`src/design/adcsq_pkg.sv`:
```
package adcsq_pkg;

  // ----------------------------------------------------------------
  // register map
  // ----------------------------------------------------------------
  localparam logic [7:0] ADCSQ_UFLAG_OFS = 8'h20; // underflow flags
  localparam logic [7:0] ADCSQ_PRIO_OFS = 8'h28; // sequencer priority
  localparam logic [7:0] ADCSQ_INIT_OFS = 8'h2c; // initial control

  // ----------------------------------------------------------------
  // field layout and reset values
  // ----------------------------------------------------------------
  localparam int ADCSQ_NSEQ = 4; // number of sequencers
  localparam int ADCSQ_PRIO_STRIDE = 4; // bit distance between priority fields
  localparam logic [31:0] ADCSQ_PRIO_RST = 32'h0000_3210; // 0,1,2,3
  localparam logic [31:0] ADCSQ_PRIO_MASK = 32'h0000_3333; // writable bits
  localparam logic [31:0] ADCSQ_INIT_MASK = 32'h0000_f0ff; // writable bits
  localparam logic [31:0] ADCSQ_INIT_RST = 32'h0000_0000;
  localparam logic [3:0] ADCSQ_UFLAG_RST = 4'h0;
  localparam logic [1:0] ADCSQ_RESP_OKAY = 2'h0;
  localparam logic [1:0] ADCSQ_RESP_SLVERR = 2'h2;

  // ----------------------------------------------------------------
  // carriers
  // ----------------------------------------------------------------
  // result fifo side of one converter: empty flags and read requests
  typedef struct packed {
    logic [3:0] empty; // fifo holds no entries
    logic [3:0] rd_req; // one-cycle read request
  } adcsq_fifo_t;

  // sequencer choice
  typedef struct packed {
    logic valid; // some sequencer chosen
    logic [1:0] idx; // chosen sequencer
  } adcsq_pick_t;

endpackage

```
`src/design/adcsq_prio_pick.sv`:
```
`timescale 1ns/1ps
// ------------------------------------------------------------------
// priority picker: lowest field value among pending wins
// ------------------------------------------------------------------
module adcsq_prio_pick
  import adcsq_pkg::*;
(
  input wire logic [3:0] pend_in,
  input wire logic [31:0] prio_in,
  output adcsq_pick_t pick_out
);

  // scan all sequencers, keep smallest priority value; ties keep lower index
  always_comb
  begin
    logic [1:0] best;
    logic [1:0] cur;
    best = 2'h3;
    pick_out = '0;
    cur = 2'h0;
    for (int i = 0; i < ADCSQ_NSEQ; i++)
    begin
      cur = prio_in[i*ADCSQ_PRIO_STRIDE +: 2];
      if (pend_in[i] && (!pick_out.valid || cur < best))
      begin
        best = cur;
        pick_out.valid = 1'b1;
        pick_out.idx = 2'(i);
      end
    end
  end

endmodule

```
`src/design/adcsq_top.sv`:
```
`timescale 1ns/1ps
module adcsq_top
  import adcsq_pkg::*;
(
  input wire logic CLOCK_IN,
  input wire logic RST_IN,
  // axi4-lite write address
  input wire logic S_AXI_AWVALID_IN,
  output logic S_AXI_AWREADY_OUT,
  input wire logic [7:0] S_AXI_AWADDR_IN,
  // axi4-lite write data
  input wire logic S_AXI_WVALID_IN,
  output logic S_AXI_WREADY_OUT,
  input wire logic [31:0] S_AXI_WDATA_IN,
  input wire logic [3:0] S_AXI_WSTRB_IN,
  // axi4-lite write response
  output logic S_AXI_BVALID_OUT,
  input wire logic S_AXI_BREADY_IN,
  output logic [1:0] S_AXI_BRESP_OUT,
  // axi4-lite read address
  input wire logic S_AXI_ARVALID_IN,
  output logic S_AXI_ARREADY_OUT,
  input wire logic [7:0] S_AXI_ARADDR_IN,
  // axi4-lite read data
  output logic S_AXI_RVALID_OUT,
  input wire logic S_AXI_RREADY_IN,
  output logic [31:0] S_AXI_RDATA_OUT,
  output logic [1:0] S_AXI_RRESP_OUT,
  // result fifo side
  input wire adcsq_fifo_t FIFO_IN,
  output logic [3:0] FIFO_POP_OUT, // pointer advance, only when not empty
  output logic [3:0] FIFO_ZERO_OUT, // read in the previous cycle found the fifo empty and returned zeros
  // sequencer scheduling
  input wire logic [3:0] SEQ_PEND_IN,
  output adcsq_pick_t SEQ_PICK_OUT,
  output logic [31:0] INIT_CTRL_OUT // initial control bits to the converter
);

  // ----------------------------------------------------------------
  // state
  // ----------------------------------------------------------------
  logic aw_got_ff, nxt_aw_got; // write address held
  logic w_got_ff, nxt_w_got; // write data held
  logic [7:0] aw_addr_ff, nxt_aw_addr;
  logic [31:0] w_data_ff, nxt_w_data;
  logic [3:0] w_strb_ff, nxt_w_strb;
  logic bvalid_ff, nxt_bvalid;
  logic [1:0] bresp_ff, nxt_bresp;
  logic rvalid_ff, nxt_rvalid;
  logic [31:0] rdata_ff, nxt_rdata;
  logic [1:0] rresp_ff, nxt_rresp;
  logic [3:0] uflag_ff, nxt_uflag; // underflow flags
  logic [31:0] prio_ff, nxt_prio; // priority register
  logic [31:0] init_ff, nxt_init; // initial control register
  logic [3:0] pop_ff, nxt_pop;
  logic [3:0] zero_ff, nxt_zero;
  logic awready_ff, nxt_awready; // write address slot free
  logic wready_ff, nxt_wready; // write data slot free
  logic arready_ff, nxt_arready; // read slot free
  adcsq_pick_t pick_ff;
  adcsq_pick_t pick_c; // combinational choice
  logic do_wr; // write commits this cycle
  logic [31:0] wmask; // byte-lane mask

  // ----------------------------------------------------------------
  // priority choice
  // ----------------------------------------------------------------
  adcsq_prio_pick u_pick (
    .pend_in(SEQ_PEND_IN),
    .prio_in(prio_ff),
    .pick_out(pick_c)
  );

  // ----------------------------------------------------------------
  // next-state logic
  // ----------------------------------------------------------------
  // bus slave, registers and fifo underflow tracking
  always_comb
  begin
    nxt_aw_got = aw_got_ff;
    nxt_w_got = w_got_ff;
    nxt_aw_addr = aw_addr_ff;
    nxt_w_data = w_data_ff;
    nxt_w_strb = w_strb_ff;
    nxt_bvalid = bvalid_ff;
    nxt_bresp = bresp_ff;
    nxt_rvalid = rvalid_ff;
    nxt_rdata = rdata_ff;
    nxt_rresp = rresp_ff;
    nxt_uflag = uflag_ff;
    nxt_prio = prio_ff;
    nxt_init = init_ff;
    wmask = {{8{w_strb_ff[3]}}, {8{w_strb_ff[2]}}, {8{w_strb_ff[1]}}, {8{w_strb_ff[0]}}};
    // capture address and data in either order
    if (S_AXI_AWVALID_IN && !aw_got_ff)
    begin
      nxt_aw_got = 1'b1;
      nxt_aw_addr = S_AXI_AWADDR_IN;
    end
    if (S_AXI_WVALID_IN && !w_got_ff)
    begin
      nxt_w_got = 1'b1;
      nxt_w_data = S_AXI_WDATA_IN;
      nxt_w_strb = S_AXI_WSTRB_IN;
    end
    do_wr = aw_got_ff && w_got_ff && !bvalid_ff;
    if (do_wr)
    begin
      nxt_aw_got = 1'b0;
      nxt_w_got = 1'b0;
      nxt_bvalid = 1'b1;
      nxt_bresp = ADCSQ_RESP_OKAY;
      case (aw_addr_ff)
        ADCSQ_UFLAG_OFS: nxt_uflag = uflag_ff & ~(w_data_ff[3:0] & wmask[3:0]);
        ADCSQ_PRIO_OFS: nxt_prio = (prio_ff & ~(wmask & ADCSQ_PRIO_MASK))
                                   | (w_data_ff & wmask & ADCSQ_PRIO_MASK);
        ADCSQ_INIT_OFS: nxt_init = (init_ff & ~(wmask & ADCSQ_INIT_MASK))
                                   | (w_data_ff & wmask & ADCSQ_INIT_MASK);
        default: nxt_bresp = ADCSQ_RESP_SLVERR;
      endcase
    end
    if (bvalid_ff && S_AXI_BREADY_IN)
      nxt_bvalid = 1'b0;
    // reads answer one cycle after the address is taken
    if (S_AXI_ARVALID_IN && !rvalid_ff)
    begin
      nxt_rvalid = 1'b1;
      nxt_rresp = ADCSQ_RESP_OKAY;
      case (S_AXI_ARADDR_IN)
        ADCSQ_UFLAG_OFS: nxt_rdata = {28'h0000000, uflag_ff};
        ADCSQ_PRIO_OFS: nxt_rdata = prio_ff;
        ADCSQ_INIT_OFS: nxt_rdata = init_ff;
        default:
        begin
          nxt_rdata = 32'h0000_0000;
          nxt_rresp = ADCSQ_RESP_SLVERR;
        end
      endcase
    end
    else if (rvalid_ff && S_AXI_RREADY_IN)
      nxt_rvalid = 1'b0;
    // empty read sets flag; set wins over clear
    nxt_uflag = nxt_uflag | (FIFO_IN.rd_req & FIFO_IN.empty);
    nxt_pop = FIFO_IN.rd_req & ~FIFO_IN.empty;
    nxt_zero = FIFO_IN.rd_req & FIFO_IN.empty;
    // readies registered so bus outputs come straight from flops
    nxt_awready = !nxt_aw_got;
    nxt_wready = !nxt_w_got;
    nxt_arready = !nxt_rvalid;
  end

  // ----------------------------------------------------------------
  // registers
  // ----------------------------------------------------------------
  always_ff @(posedge CLOCK_IN or posedge RST_IN)
  begin
    if (RST_IN)
    begin
      aw_got_ff <= 1'b0;
      w_got_ff <= 1'b0;
      aw_addr_ff <= 8'h00;
      w_data_ff <= 32'h0000_0000;
      w_strb_ff <= 4'h0;
      bvalid_ff <= 1'b0;
      bresp_ff <= ADCSQ_RESP_OKAY;
      rvalid_ff <= 1'b0;
      rdata_ff <= 32'h0000_0000;
      rresp_ff <= ADCSQ_RESP_OKAY;
      uflag_ff <= ADCSQ_UFLAG_RST;
      prio_ff <= ADCSQ_PRIO_RST;
      init_ff <= ADCSQ_INIT_RST;
      pop_ff <= 4'h0;
      zero_ff <= 4'h0;
      // slots free while in reset
      awready_ff <= 1'b1;
      wready_ff <= 1'b1;
      arready_ff <= 1'b1;
      pick_ff <= '0;
    end
    else
    begin
      aw_got_ff <= nxt_aw_got;
      w_got_ff <= nxt_w_got;
      aw_addr_ff <= nxt_aw_addr;
      w_data_ff <= nxt_w_data;
      w_strb_ff <= nxt_w_strb;
      bvalid_ff <= nxt_bvalid;
      bresp_ff <= nxt_bresp;
      rvalid_ff <= nxt_rvalid;
      rdata_ff <= nxt_rdata;
      rresp_ff <= nxt_rresp;
      uflag_ff <= nxt_uflag;
      prio_ff <= nxt_prio;
      init_ff <= nxt_init;
      pop_ff <= nxt_pop;
      zero_ff <= nxt_zero;
      awready_ff <= nxt_awready;
      wready_ff <= nxt_wready;
      arready_ff <= nxt_arready;
      pick_ff <= pick_c;
    end
  end

  // ----------------------------------------------------------------
  // outputs
  // ----------------------------------------------------------------
  assign S_AXI_AWREADY_OUT = awready_ff;
  assign S_AXI_WREADY_OUT = wready_ff;
  assign S_AXI_BVALID_OUT = bvalid_ff;
  assign S_AXI_BRESP_OUT = bresp_ff;
  assign S_AXI_ARREADY_OUT = arready_ff;
  assign S_AXI_RVALID_OUT = rvalid_ff;
  assign S_AXI_RDATA_OUT = rdata_ff;
  assign S_AXI_RRESP_OUT = rresp_ff;
  assign FIFO_POP_OUT = pop_ff;
  assign FIFO_ZERO_OUT = zero_ff;
  assign SEQ_PICK_OUT = pick_ff;
  assign INIT_CTRL_OUT = init_ff;
endmodule

```
`config.mk`:
```
export PLATFORM = sky130hd
export DESIGN_NAME = adcsq_top
export DESIGN_NICKNAME = d
export VERILOG_FILES = /design/src/design/adcsq_pkg.sv /design/src/design/adcsq_prio_pick.sv /design/src/design/adcsq_top.sv
export SDC_FILE = /design/constraint.sdc
export NUM_CORES = 1
export LEC_CHECK = 0
export BUFFER_PORTS_ARGS = -buffer_cell sky130_fd_sc_hd__buf_2
export CORE_ASPECT_RATIO = 0.75
export CORE_MARGIN = 2
export CORE_UTILIZATION = 45
export CTS_BUF_LIST = sky130_fd_sc_hd__clkbuf_2 sky130_fd_sc_hd__clkbuf_4 sky130_fd_sc_hd__clkbuf_8
export DETAILED_ROUTE_END_ITERATION = 6
export PLACE_DENSITY = 0.8
export SLEW_MARGIN = 15
export SYNTH_ARGS = -nofsm -noshare
export SYNTH_HDL_FRONTEND = slang
export SYNTH_SLANG_ARGS = --single-unit
```
`constraint.sdc`:
```
create_clock -name CLOCK_IN -period 2.6 [get_ports CLOCK_IN]
set_input_delay 0.39 -clock CLOCK_IN [delete_from_list [all_inputs] [get_ports CLOCK_IN]]
set_output_delay 0.39 -clock CLOCK_IN [all_outputs]
set_load 0.02 [all_outputs]
```
==> run metrics <==
Synth Register Bits 82; R2R Path End SEQ_PICK_OUT[0]$_DFF_PP0_; Reg clk slew, reported paths approximately 0.080 ns; CP delay by family, top compound AO/OA/AOI/OAI gates; fmax 410 MHz; reg2reg path depth 10; Final Util 55.3%; max-slew violations 0; boundary pin count 155; worst path bufs/invs 0; Die Area 8920 um2; sequential fraction of the synthesis area 56.0%; leakage between 2 and 2.5 nW; synth-to-layout area growth 18.9%; Mapped Cells between 200 and 300; CP max-delay cell dfrtp_1; CTS tree built; largest net degree at the start of global routing 55; Starting DRT DRC Count 68; number of remaining DRC errors 0; ys async rst share 100%; Max Buffers Root-to-Sink 2; Peak VDD IR around 0.00053 V; root buffer cell clkbuf_8; first-pass GRT wire length 11300 um; final hold violations 0; Initial Utilization between 40% and 50%; gr ovfl total 0; Die Y 82.3 um; CP startpoint kind flip-flop; prevailing post-synth register cell dfrtp_1; clock skew 0.00785 ns; row count 28; EDFF count, synth 0; worst slew pin tran 0.689 ns; via count of the first global-routing pass 2398; CP max FO 5; final worst path period need 2.44 ns; relative slew slack 54.0%; PwrDens between 700 and 800 nW/um2; drt via density about 5; DP HPWL between 5000 and 6000 um; cell chain of the critical path and4b_1, a41oi_2, a21o_1, a21oi_1, o32a_1, ha_1, a311o_1, a31oi_1, o21ai_1, o21ai_0; Wirelength per Cell 14.1 um; initial antenna violation count 3; CTS Buf Count 9; Syn Area/Cell 12.4 um2; worst reg-to-reg setup slack ~0.16 ns; Antenna Violating Nets Remaining 0; status completed; fin crit share 93.8%; Die X 108 um; clock latency on the worst-skew pair 0.35 ns; Worst setup EP type flip-flop; GP Congestion 0.777; Core Area 7920 um2; max incr delay on CP 0.44 ns; layout cells sized above 1 39.8%; # setup viols final 0; drt pass-1 iters 4; Final nets 470; # clock sinks 82; commonest non-fill, non-tap cells in the layout 94 x buf_2, 74 x dfrtp_1, 40 x conb_1; most common cell after layout, fill and taps aside buf_2; WP data arrival 2.70 ns; htree depth 3; Hold Path Class input pin to async pin; YS warnings 0; WL final 7140 um; Final WS setup 0.161 ns; PortBufs 94; total number of vias ~2500; setup repair after global routing missed its margin no; CP Class flip-flop to flip-flop; Distinct cells, synth 43; Max-cap violations 0; CP Data Required Time 2.86 ns; pre-CTS setup slack -0.0251 ns; mapped cell area 3680 um2; GRT Total Usage 17.0%
==> per-stage QoR <==
step / power [mW] / TNS, ns / cell area (um2) / hold slack, ns / std cells
after floorplan: 2.36 / 0 / 3830 / 0.449 / 336
after global placement: 2.51 / 0 / 4130 / 0.428 / 489
after detailed placement: 2.56 / -0.0251 / 4130 / 0.430 / 489
after CTS: 3.50 / 0 / 4330 / 0.0409 / 505
after global routing: 3.68 / 0 / 4380 / 0.0633 / 508
final: 3.47 / 0 / 4380 / 0.0410 / 508
==> area by class of cell <==
type                    instances  area (um2)
fillers                       684        3540
flip-flops and latches         82        2060
multi-input cells             192        1400
repair buffers                 99         520
clock buffers                  12         159
well taps                     105         131
clock inverters                 4        50.0
inverters                      13        50.0
diodes                          1        2.50
==> how the worst max path moves through the flow <==
stage | startpoint | endpoint | cells past startpoint
final | flip-flop | SEQ_PICK_OUT[0]$_DFF_PP0_ | 10
after global routing | flip-flop | SEQ_PICK_OUT[0]$_DFF_PP0_ | 10
after CTS | flip-flop | SEQ_PICK_OUT[0]$_DFF_PP0_ | 10
after detailed placement | SEQ_PEND_IN[0] | SEQ_PICK_OUT[0]$_DFF_PP0_ | 12
after global placement | SEQ_PEND_IN[0] | SEQ_PICK_OUT[0]$_DFF_PP0_ | 12
after floorplan | RST_IN | FIFO_POP_OUT[0]$_DFF_PP0_ | 1
==> metal layers <==
metal / track usage, % / wire (um) / share of wire (%)
met5: 0 / 7 / 0.098
met1: 20.2 / 3130 / 44
met4: 5.64 / 125 / 1.8
met3: 7.93 / 657 / 9.2
met2: 27.5 / 3230 / 45
==> kinds of logic (layout without fill, tap and decap cells) <==
group | count (synthesis) | count (layout) | share of synthesized area [%]
and+or+nand+nor | 53 | 53 | 9.04
muxes | 48 | 48 | 14.5
adders and majority gates | 3 | 3 | 0.952
buffers and inverters | 62 | 128 | 10.5
DFF | 82 | 82 | 56.0
AOI/OAI and AO/OA | 48 | 48 | 8.87
other | 1 | 41 | 0.102
==> power breakdown <==
part           switching, mW  internal, mW
Combinational          0.403         0.351
Clock                  0.433         0.505
Sequential             0.203          1.58
==> cells in the mapped netlist, drive strengths merged (2+ instances only) <==
library cell | n | area, um2
and4b | 2 | 20.0
a21oi | 3 | 15.0
a21o | 5 | 37.5
o22ai | 3 | 18.8
ha | 2 | 25.0
o31ai | 4 | 30.0
and3 | 3 | 18.8
nor2 | 3 | 11.3
nand2b | 2 | 12.5
dfstp | 7 | 184
and2 | 7 | 43.8
buf | 43 | 317
a22oi | 2 | 15.0
clkbuf | 6 | 22.5
o2bb2ai | 2 | 17.5
nor2b | 7 | 43.8
or4 | 2 | 18.8
nand2 | 20 | 77.6
mux2i | 6 | 60.1
dfrtp | 75 | 1880
nand3b | 2 | 15.0
mux2 | 42 | 473
inv | 13 | 48.8
o21ai | 16 | 80.1
a22o | 6 | 52.6
nor4 | 2 | 27.5
nor3b | 2 | 37.5
==> timing repair <==
item | CTS | global route
endpoints found under the setup margin | 0 | 2
buffers inserted | 0 | 2
resized for setup | 0 | 7
hold buffers | 0 | 0
No activity file was read; power rests on OpenSTA's default activity.
